## src/i2c_seq_pkg.sv

```systemverilog
// Constants shared by the master bit sequencer: bit positions, reset values,
// timing figures and the sequencer state encoding.
// Assumes a single system clock and software-side control pulses on the same
// clock.
package i2c_seq_pkg;

	// Clock period of the system clock and instruction-cycle length.
	localparam int CLK_PERIOD_NS = 8;
	localparam int INSTR_CYCLE_NS = 32;
	localparam int TCY_CLKS = (INSTR_CYCLE_NS + CLK_PERIOD_NS - 1) /
		CLK_PERIOD_NS;

	// The baud counter steps twice per instruction cycle.
	localparam int TICKS_PER_TCY = 2;
	localparam int TICK_CLKS = (TCY_CLKS / TICKS_PER_TCY < 1) ? 1 :
		TCY_CLKS / TICKS_PER_TCY;

	// Window in which a buffer rewrite still lands, in instruction cycles.
	localparam int WRITE_COLLISION_FLAG_WIN_TCY = 2;
	localparam int WRITE_COLLISION_FLAG_WIN_CLKS = WRITE_COLLISION_FLAG_WIN_TCY * TCY_CLKS;

	// Field widths and positions of the control and status words.
	localparam int RELOAD_W = 7;
	localparam int DATA_W = 8;
	localparam int CTRL2_START_BIT = 0;
	localparam int CTRL2_RSTART_BIT = 1;
	localparam int CTRL2_ACK_BIT = 6;
	localparam int STAT_FULL_BIT = 0;
	localparam int STAT_START_BIT = 3;
	localparam logic [3:0] LAST_DATA_BIT = 4'h8;

	// Reset values.
	localparam logic [DATA_W-1:0] BUF_RESET = 8'h00;
	localparam logic [RELOAD_W-1:0] BAUD_RESET = 7'h00;

	// Sequencer states, Gray coded along the repeated start path.
	typedef enum logic [3:0] {
		ST_IDLE = 4'h0,
		ST_S_WAIT = 4'h1,
		ST_S_HOLD = 4'h3,
		ST_R_PULL = 4'h2,
		ST_R_SDA = 4'h6,
		ST_R_REL = 4'h7,
		ST_R_BOTH = 4'h5,
		ST_R_SDAL = 4'h4,
		ST_TX_LOW = 4'hc,
		ST_TX_REL = 4'hd,
		ST_TX_HIGH = 4'hf
	} seq_state_t;

endpackage : i2c_seq_pkg
```

## src/i2c_master_bit_sequencer.sv

```systemverilog
// Master-side bit sequencer of one serial port: baud counter, start and
// repeated start generation, byte transmit with acknowledge sampling.
// Assumes the bus lines are open drain with external pull-ups, and that the
// control pulses come from software logic on clk_i.
`timescale 1ns/1ps

// Notes on behaviour
// - Each instance owns its reload input and counter, so rates are free.
// - Counter steps twice per instruction cycle, stops at zero until reload.
// - Counter holds while released clock line is not yet seen high.
// - Clock seen high reloads counter, so high time lasts one period.
// - Start request with both lines high reloads counter, begins start.
// - Lines still high at expiry: pull data low, set start-seen flag.
// - After start, one more period, then start bit clears, data stays low.
// - Line low at start, or clock low before data pulled: collision, idle.
// - Buffer write during start is dropped and sets write collision.
// - Control requests are ignored while a start sequence is incomplete.
// - Repeated start in idle pulls clock low, then releases data a period.
// - Release clock, both high a period, data low a period, clear bit.
// - Start-seen sets on detection; interrupt flag waits for last period.
// - Repeated start request while busy has no effect.
// - Repeated start collides on data low at clock rise or early clock fall.
// - Buffer write during repeated start is dropped, sets write collision.
// - Buffer write sets buffer full, starts counter; clears after 8 bits.
// - Bit set after clock fall; clock low a period, then high a period.
// - After bit 8 release data; ninth clock samples ack into status.
// - After ninth clock set interrupt, hold clock low, counter suspended.
// - Write during transmit sets collision; lands only within 2 instruction cycles.
module i2c_master_bit_sequencer (
	// Clock and reset.
	input wire logic clk_i,
	input wire logic rst_n_i,
	// Configuration.
	input wire logic [i2c_seq_pkg::RELOAD_W-1:0] baud_reload_i,
	// Software requests, one-cycle pulses.
	input wire logic start_req_i,
	input wire logic rstart_req_i,
	input wire logic buf_wr_i,
	input wire logic [i2c_seq_pkg::DATA_W-1:0] buf_data_i,
	input wire logic write_collision_flag_clr_i,
	input wire logic coll_clr_i,
	input wire logic irq_clr_i,
	// Status.
	output logic start_enable_o,
	output logic repeated_start_o,
	output logic buffer_full_o,
	output logic write_collision_o,
	output logic ack_status_o,
	output logic start_seen_o,
	output logic collision_o,
	output logic port_interrupt_o,
	output logic [i2c_seq_pkg::DATA_W-1:0] transfer_buffer_o,
	// Bus lines, open drain.
	input wire logic clock_line_i,
	output logic clock_line_o,
	output logic clock_line_oe_n_o,
	input wire logic data_line_i,
	output logic data_line_o,
	output logic data_line_oe_n_o
);
	import i2c_seq_pkg::*;

	localparam int WIN_W = $clog2(WRITE_COLLISION_FLAG_WIN_CLKS + 1);
	localparam int DIV_W = $clog2(TICK_CLKS + 1);

	// Reset release and pin synchronisers.
	logic rst_meta_r, rst_s_r;
	logic scl_meta_r, scl_s_r, sda_meta_r, sda_s_r, scl_d_r, sda_d_r;
	logic rst_n;

	always_ff @(posedge clk_i or negedge rst_n_i) begin
		if (!rst_n_i) begin
			rst_meta_r <= 1'b0;
			rst_s_r <= 1'b0;
		end else begin
			rst_meta_r <= 1'b1;
			rst_s_r <= rst_meta_r;
		end
	end
	assign rst_n = rst_s_r;

	// Lines pass two flops before any check reads them.
	always_ff @(posedge clk_i or negedge rst_n) begin
		if (!rst_n) begin
			scl_meta_r <= 1'b1;
			scl_s_r <= 1'b1;
			sda_meta_r <= 1'b1;
			sda_s_r <= 1'b1;
			scl_d_r <= 1'b1;
			sda_d_r <= 1'b1;
		end else begin
			scl_meta_r <= clock_line_i;
			scl_s_r <= scl_meta_r;
			sda_meta_r <= data_line_i;
			sda_s_r <= sda_meta_r;
			scl_d_r <= scl_s_r;
			sda_d_r <= sda_s_r;
		end
	end

	// Sequencer state.
	seq_state_t state_r, state_nxt;
	logic [RELOAD_W-1:0] brg_r, brg_nxt;
	logic [DIV_W-1:0] div_r, div_nxt;
	logic [WIN_W-1:0] win_r, win_nxt;
	logic [DATA_W-1:0] buf_r, buf_nxt, sh_r, sh_nxt;
	logic [3:0] bitc_r, bitc_nxt;
	logic scl_oen_r, scl_oen_nxt, sda_oen_r, sda_oen_nxt;
	logic sen_r, sen_nxt, repeated_start_bit_r, repeated_start_bit_nxt, bf_r, bf_nxt;
	logic write_collision_flag_r, write_collision_flag_nxt, ack_r, ack_nxt, sseen_r, sseen_nxt;
	logic coll_r, coll_nxt, irq_r, irq_nxt;
	logic tick, expired, timing, start_det, stop_det;

	// Counting happens only in states that time a period; wait states hold
	// the counter, which is what stretches the clock high phase.
	always_comb begin
		timing = (state_r == ST_S_WAIT) || (state_r == ST_S_HOLD) ||
			(state_r == ST_R_SDA) || (state_r == ST_R_BOTH) ||
			(state_r == ST_R_SDAL) || (state_r == ST_TX_LOW) ||
			(state_r == ST_TX_HIGH);
	end
	assign tick = (div_r == DIV_W'(TICK_CLKS - 1));
	assign expired = timing && (brg_r == '0);
	// Bus conditions seen on the sampled lines, whoever made them.
	assign start_det = scl_s_r && scl_d_r && sda_d_r && !sda_s_r;
	assign stop_det = scl_s_r && scl_d_r && !sda_d_r && sda_s_r;

	// Next-state logic of the sequencer, counter and flags.
	always_comb begin
		state_nxt = state_r;
		div_nxt = tick ? '0 : div_r + 1'b1;
		brg_nxt = brg_r;
		win_nxt = win_r;
		buf_nxt = buf_r;
		sh_nxt = sh_r;
		bitc_nxt = bitc_r;
		scl_oen_nxt = scl_oen_r;
		sda_oen_nxt = sda_oen_r;
		sen_nxt = sen_r;
		repeated_start_bit_nxt = repeated_start_bit_r;
		bf_nxt = bf_r;
		write_collision_flag_nxt = write_collision_flag_r;
		ack_nxt = ack_r;
		sseen_nxt = sseen_r;
		coll_nxt = coll_r;
		irq_nxt = irq_r;
		// Down to zero and parked there; each instance has its own.
		if (timing && tick && brg_r != '0) begin
			brg_nxt = brg_r - 1'b1;
		end
		if (win_r != '0) begin
			win_nxt = win_r - 1'b1;
		end
		// Software clears come first so that a hardware set below wins.
		if (write_collision_flag_clr_i) begin
			write_collision_flag_nxt = 1'b0;
		end
		if (coll_clr_i) begin
			coll_nxt = 1'b0;
		end
		if (irq_clr_i) begin
			irq_nxt = 1'b0;
		end
		if (start_det) begin
			sseen_nxt = 1'b1;
		end else if (stop_det) begin
			sseen_nxt = 1'b0;
		end
		unique case (state_r)
			ST_IDLE: begin
				if (start_req_i) begin
					if (scl_s_r && sda_s_r) begin
						sen_nxt = 1'b1;
						brg_nxt = baud_reload_i;
						state_nxt = ST_S_WAIT;
					end else begin
						coll_nxt = 1'b1;
					end
				end else if (rstart_req_i) begin
					// Only idle accepts it.
					repeated_start_bit_nxt = 1'b1;
					scl_oen_nxt = 1'b0;
					state_nxt = ST_R_PULL;
				end else if (buf_wr_i) begin
					buf_nxt = buf_data_i;
					sh_nxt = buf_data_i;
					bf_nxt = 1'b1;
					bitc_nxt = '0;
					win_nxt = WIN_W'(WRITE_COLLISION_FLAG_WIN_CLKS);
					scl_oen_nxt = 1'b0;
					brg_nxt = baud_reload_i;
					state_nxt = ST_TX_LOW;
				end
			end
			ST_S_WAIT: begin
				if (!scl_s_r) begin
					coll_nxt = 1'b1;
					sen_nxt = 1'b0;
					state_nxt = ST_IDLE;
				end else if (expired && sda_s_r) begin
					sda_oen_nxt = 1'b0;
					sseen_nxt = 1'b1;
					brg_nxt = baud_reload_i;
					state_nxt = ST_S_HOLD;
				end else if (expired) begin
					coll_nxt = 1'b1;
					sen_nxt = 1'b0;
					state_nxt = ST_IDLE;
				end
			end
			ST_S_HOLD: begin
				if (expired) begin
					sen_nxt = 1'b0;
					irq_nxt = 1'b1;
					state_nxt = ST_IDLE;
				end
			end
			ST_R_PULL: begin
				if (!scl_s_r) begin
					sda_oen_nxt = 1'b1;
					brg_nxt = baud_reload_i;
					state_nxt = ST_R_SDA;
				end
			end
			ST_R_SDA: begin
				if (expired && sda_s_r) begin
					scl_oen_nxt = 1'b1;
					state_nxt = ST_R_REL;
				end
			end
			ST_R_REL: begin
				if (scl_s_r) begin
					if (!sda_s_r) begin
						coll_nxt = 1'b1;
						repeated_start_bit_nxt = 1'b0;
						state_nxt = ST_IDLE;
					end else begin
						brg_nxt = baud_reload_i;
						state_nxt = ST_R_BOTH;
					end
				end
			end
			ST_R_BOTH: begin
				if (!scl_s_r) begin
					coll_nxt = 1'b1;
					repeated_start_bit_nxt = 1'b0;
					state_nxt = ST_IDLE;
				end else if (expired) begin
					sda_oen_nxt = 1'b0;
					brg_nxt = baud_reload_i;
					state_nxt = ST_R_SDAL;
				end
			end
			ST_R_SDAL: begin
				if (expired) begin
					// Counter is left at zero, not reloaded.
					repeated_start_bit_nxt = 1'b0;
					irq_nxt = 1'b1;
					state_nxt = ST_IDLE;
				end
			end
			ST_TX_LOW: begin
				// Bit goes out while the clock is low; the ninth is
				// released for the acknowledge.
				sda_oen_nxt = (bitc_r == LAST_DATA_BIT) ? 1'b1 : sh_r[DATA_W-1];
				if (expired) begin
					scl_oen_nxt = 1'b1;
					state_nxt = ST_TX_REL;
				end
			end
			ST_TX_REL: begin
				if (scl_s_r) begin
					brg_nxt = baud_reload_i;
					state_nxt = ST_TX_HIGH;
				end
			end
			ST_TX_HIGH: begin
				if (bitc_r != LAST_DATA_BIT && sda_oen_r && !sda_s_r) begin
					// Another master won the data line; back off.
					coll_nxt = 1'b1;
					bf_nxt = 1'b0;
					scl_oen_nxt = 1'b1;
					sda_oen_nxt = 1'b1;
					state_nxt = ST_IDLE;
				end else if (expired) begin
					scl_oen_nxt = 1'b0;
					if (bitc_r == LAST_DATA_BIT) begin
						ack_nxt = sda_s_r;
						irq_nxt = 1'b1;
						state_nxt = ST_IDLE;
					end else begin
						sh_nxt = {sh_r[DATA_W-2:0], 1'b0};
						bitc_nxt = bitc_r + 1'b1;
						if (bitc_r == LAST_DATA_BIT - 1'b1) begin
							bf_nxt = 1'b0;
						end
						brg_nxt = baud_reload_i;
						state_nxt = ST_TX_LOW;
					end
				end
			end
			default: begin
				scl_oen_nxt = 1'b1;
				sda_oen_nxt = 1'b1;
				state_nxt = ST_IDLE;
			end
		endcase
		// Writes outside idle collide; start and repeated start drop the
		// data, transmit keeps a late rewrite only inside the window.
		if (buf_wr_i && state_r != ST_IDLE) begin
			write_collision_flag_nxt = 1'b1;
			if ((state_r == ST_TX_LOW || state_r == ST_TX_REL ||
				state_r == ST_TX_HIGH) && win_r != '0) begin
				buf_nxt = buf_data_i;
				sh_nxt = buf_data_i;
			end
		end
	end

	// Register stage; control requests are simply not sampled unless idle,
	// which keeps them from queueing behind a running sequence.
	always_ff @(posedge clk_i or negedge rst_n) begin
		if (!rst_n) begin
			state_r <= ST_IDLE;
			div_r <= '0;
			brg_r <= BAUD_RESET;
			win_r <= '0;
			buf_r <= BUF_RESET;
			sh_r <= BUF_RESET;
			bitc_r <= '0;
			scl_oen_r <= 1'b1;
			sda_oen_r <= 1'b1;
			sen_r <= 1'b0;
			repeated_start_bit_r <= 1'b0;
			bf_r <= 1'b0;
			write_collision_flag_r <= 1'b0;
			ack_r <= 1'b0;
			sseen_r <= 1'b0;
			coll_r <= 1'b0;
			irq_r <= 1'b0;
		end else begin
			state_r <= state_nxt;
			div_r <= div_nxt;
			brg_r <= brg_nxt;
			win_r <= win_nxt;
			buf_r <= buf_nxt;
			sh_r <= sh_nxt;
			bitc_r <= bitc_nxt;
			scl_oen_r <= scl_oen_nxt;
			sda_oen_r <= sda_oen_nxt;
			sen_r <= sen_nxt;
			repeated_start_bit_r <= repeated_start_bit_nxt;
			bf_r <= bf_nxt;
			write_collision_flag_r <= write_collision_flag_nxt;
			ack_r <= ack_nxt;
			sseen_r <= sseen_nxt;
			coll_r <= coll_nxt;
			irq_r <= irq_nxt;
		end
	end

	// Line drive value is a constant low; only the enables move.
	logic low_r;
	always_ff @(posedge clk_i or negedge rst_n) begin
		if (!rst_n) begin
			low_r <= 1'b0;
		end else begin
			low_r <= 1'b0;
		end
	end

	// Outputs, all straight from flops.
	assign start_enable_o = sen_r;
	assign repeated_start_o = repeated_start_bit_r;
	assign buffer_full_o = bf_r;
	assign write_collision_o = write_collision_flag_r;
	assign ack_status_o = ack_r;
	assign start_seen_o = sseen_r;
	assign collision_o = coll_r;
	assign port_interrupt_o = irq_r;
	assign transfer_buffer_o = buf_r;
	assign clock_line_o = low_r;
	assign clock_line_oe_n_o = scl_oen_r;
	assign data_line_o = low_r;
	assign data_line_oe_n_o = sda_oen_r;

endmodule : i2c_master_bit_sequencer

```

## config.mk

```make
export PLATFORM = sky130hd
export DESIGN_NAME = i2c_master_bit_sequencer
export DESIGN_NICKNAME = d
export VERILOG_FILES = /design/src/i2c_seq_pkg.sv /design/src/i2c_master_bit_sequencer.sv
export SDC_FILE = /design/constraint.sdc
export NUM_CORES = 1
export LEC_CHECK = 0
export BUFFER_PORTS_ARGS = -buffer_cell sky130_fd_sc_hd__buf_4
export CAP_MARGIN = 40
export CORE_MARGIN = 1
export CORE_UTILIZATION = 38
export DETAILED_ROUTE_END_ITERATION = 12
export PLACE_DENSITY_LB_ADDON = 0.05
export SLEW_MARGIN = 20
export SYNTH_ARGS = -nofsm -noshare
export SYNTH_HDL_FRONTEND = slang
export SYNTH_SLANG_ARGS = --single-unit
```

## constraint.sdc

```tcl
create_clock -name clk_i -period 1.85 [get_ports clk_i]
set_input_delay 0.2775 -clock clk_i [delete_from_list [all_inputs] [get_ports clk_i]]
set_output_delay 0.2775 -clock clk_i [all_outputs]
set_load 0.02 [all_outputs]
```

==> impl_metrics.py <==
metrics = {
    "layout": {
        "fin_area_sq_mm": 0.005047,
        "syn_to_final_growth_pct": 52.40,
        "drive_gt1_frac": 0.4682,
        "antenna_cells": 0,
        "nNetsFinal": 562,
        "n_fill_cell": 787,
    },
    "min_path": {
        "worst_hold_startpoint": "data_line_i",
        "hold_path.class": "in -> reg",
        "holdPathEnd": "sda_meta_r",
        "holdPathStages": 1,
    },
    "timing": {
        "slew_viol_final": 0,
        "finalSetupTns_ns": -3.729,
        "fin_skew_ns": 0.01163,
        "grt_setup_unrepaired": "true",
        "post-route-worst-setup-slack_ns": -0.2362,
        "hold_viol": 0,
        "min_period_ns": 2.086,
        "fmax_mhz": 479.3,
        "setup_viol": 34,
        "finalCritPeriodShare": 1.128,
    },
    "worst_setup_path": {
        "worstRegToRegCells": 8,
        "cp-start-kind": "flip-flop",
        "r2r_end": "brg_r[0]",
        "worstPathRequired_ns": 2.06,
        "startpoint": "state_r[0]",
        "r2r_start": "state_r[0]",
        "critical_path.max_fanout": 7,
        "worst_ep_arrival_time_ns": 2.30,
        "reg2reg_slack_ns": -0.24,
        "path_class": "reg -> reg",
        "cp-end-kind": "flip-flop",
    },
    "yosys": {
        "synthCells": 380,
        "syn_area_sq_mm": 0.003312,
        "seq_area_frac_synth": 0.4186,
        "ys.warnings.count": 0,
        "synthMuxAreaShare": 0.03136,
        "synth-edff-count": 0,
        "synth.avg_cell_area_sq_um": 8.716,
        "synth_fa_ha_area_frac": 0.01511,
        "synth-main-ff-cell": "dfrtp_1",
        "yosys_register_bits": 55,
        "synth_xor_area_frac": 0.02116,
        "synthArstFlopShare": 1.000,
        "synth_compound_area_frac": 0.2267,
        "synth_top_family_by_area": "simple AND/OR/NAND/NOR gates",
        "synth-simple-area-share": 0.2304,
        "synth_cell_type_count": 68,
    },
    "detailed_routing": {
        "dr.pass1.iters": 5,
        "num_vias": 3487,
        "routed_wl_microns": 11120,
        "routed_via_density": 5.457,
        "ant_nets": 0,
        "routedWlPerCell_microns": 17.41,
        "drc": 0,
        "drtIter0Drc": 321,
    },
    "run": {
        "maxCapViolCount": 0,
    },
    "floorplan": {
        "ios": 45,
        "die_w_microns": 95.36,
        "rows": 33,
        "die_h_microns": 95.36,
        "core_sq_mm": 0.008341,
        "die_area_sq_mm": 0.009093,
        "start_util": 0.3971,
    },
    "global_route": {
        "grt_pass1_vias": 3481,
        "grt_max_degree": 40,
        "grt_use_total": 0.2569,
        "grt_overflow_total": 0,
        "grt_pass1_wl_microns": 17580,
        "grt_antenna_before_repair": 0,
    },
    "power": {
        "seq_power_share": 0.256,
        "p_leak_uw": 0.002314,
        "power_frac_clock": 0.090,
        "power_frac_comb": 0.655,
        "switching_share": 0.4197,
        "internal_power_uw": 4492,
        "power_density_mw_per_mm2": 1534,
        "power.switching_uw": 3248,
        "ir_drop_uv": 729.9,
    },
    "clock_network": {
        "clk_latency_ns": 0.32,
        "cts.path.max_buffers": 2,
        "path_clk_slew_ns": 0.11,
        "cts_sinks": 55,
        "cts_tree": "built",
        "cts_buffers": 5,
        "root_buffer": "clkbuf_8",
        "h-tree-depth": 2,
    },
    "placed_design": {
        "port_buffers": 42,
        "dp_hpwl_microns": 8003,
        "dpl-instance-area_sq_mm": 0.004538,
        "place_congestion": 0.9604,
    },
    "run_status": {
        "status": "finished, violations left",
        "violations": "negative setup slack",
    },
}
[cell usage in the layout, fill, tap and decap left out, types with 4 or more instances in the layout]
| master | instances |
|---|---|
| a21oi_1 | 10 |
| a22oi_1 | 9 |
| a31oi_1 | 5 |
| buf_4 | 155 |
| buf_6 | 10 |
| clkbuf_8 | 5 |
| dfrtp_1 | 43 |
| dfrtp_2 | 4 |
| dfstp_2 | 8 |
| inv_1 | 13 |
| inv_2 | 4 |
| mux2_2 | 5 |
| nand2_1 | 48 |
| nand2b_1 | 6 |
| nand3_1 | 11 |
| nor2_1 | 30 |
| nor3_1 | 7 |
| o21ai_0 | 29 |
| o31ai_1 | 4 |
| or3_1 | 4 |
[critical path: stages (launching register included)]
cell	delay, ns
dfrtp_2	0.49
buf_4	0.19
buf_4	0.15
and3_1	0.17
o21bai_2	0.23
o32ai_1	0.16
nor3_2	0.27
nand3_1	0.12
a32o_1	0.21
[logic make-up after synthesis]
kind of cell	count (synthesis)
buffers and inverters	43
adder cells (fa/ha/maj)	4
AO/OA/AOI/OAI	107
multiplexers	9
flip-flops	55
AND/OR/NAND/NOR	152
other	2
XOR/XNOR	8
[flip-flops by register name, summed over array words and instances, names as in the netlist, 2 cells and up]
register           cells
sh_r                   8
div_r                  2
win_r                  4
transfer_buffer_o      8
bitc_r                 4
state_r                4
brg_r                  7
[routing by layer]
metal / global-route usage / up-vias / wire length, microns
met5: 0 / - / 0
met4: 0.09343 / 0 / 266
met3: 0.03030 / 23 / 546
met2: 0.4143 / 106 / 5257
met1: 0.3532 / 1681 / 5052
li1: - / 1677 / -
[final cells by class]
type,count,area [sq um],area share
inverters,17,63.81,0.01264
multi-input cells,284,2029,0.4021
well taps,105,131.4,0.02603
clock inverters,2,12.51,0.002479
repair buffers,170,1346,0.2667
clock buffers,6,72.57,0.01438
flip-flops and latches,55,1391,0.2757
[synthesized netlist by cell type, types with 5 or more instances]
cell	count	share of area
a21oi_1	11	0.017
a22oi_1	9	0.020
a31oi_1	5	0.0094
buf_2	9	0.014
clkbuf_1	12	0.014
dfrtp_1	47	0.36
dfstp_2	8	0.063
inv_1	17	0.019
mux2_2	6	0.020
nand2_1	51	0.058
nand2b_1	8	0.015
nand3_1	12	0.018
nor2_1	35	0.040
nor3_1	8	0.012
o21ai_0	32	0.048
o2bb2ai_1	5	0.013
o31ai_1	6	0.014
xor2_1	5	0.013
[power groups by stage]
stage	combinational [uW]	sequential (uW)	clock (uW)
6_report	5070	1980	695
3_3_place_gp	4330	2010	0
2_1_floorplan	2140	2140	0
5_1_grt	5440	2030	760
4_1_cts	4750	1970	718
3_5_place_dp	4360	2010	0
[per-stage QoR]
step                total power (uW)  hold WS [ns]  utilization  cells  setup slack, ns
floorplan                       4286      -0.01809            -    381          -0.1690
global placement                6338       0.06022       0.5441    610          -0.3738
detailed placement              6366       0.06040       0.5441    610          -0.3648
CTS                             7437       0.04681       0.5828    630          -0.2336
global route                    8230       0.04193       0.6052    639          -0.3246
finish                          7740       0.05277       0.6052    639          -0.2362
[repair_timing]
action / 4_1_cts / 5_1_grt
resized for setup: 44 / 26
buffers inserted: 9 / 10
endpoints found under the setup margin: 37 / 39
hold buffers: 1 / 0
hold endpoints to repair: 2 / 0
pin swaps: 16 / 12
cloned: 2 / 0
[how the worst max path moves through the flow]
stage | end | cells after the start
6_report | brg_r[0] | 8
5_1_grt | brg_r[0] | 8
4_1_cts | brg_r[1] | 6
3_5_place_dp | brg_r[1] | 7
3_3_place_gp | brg_r[1] | 7
2_1_floorplan | brg_r[3] | 9
Power figures use the tool's default switching activity.
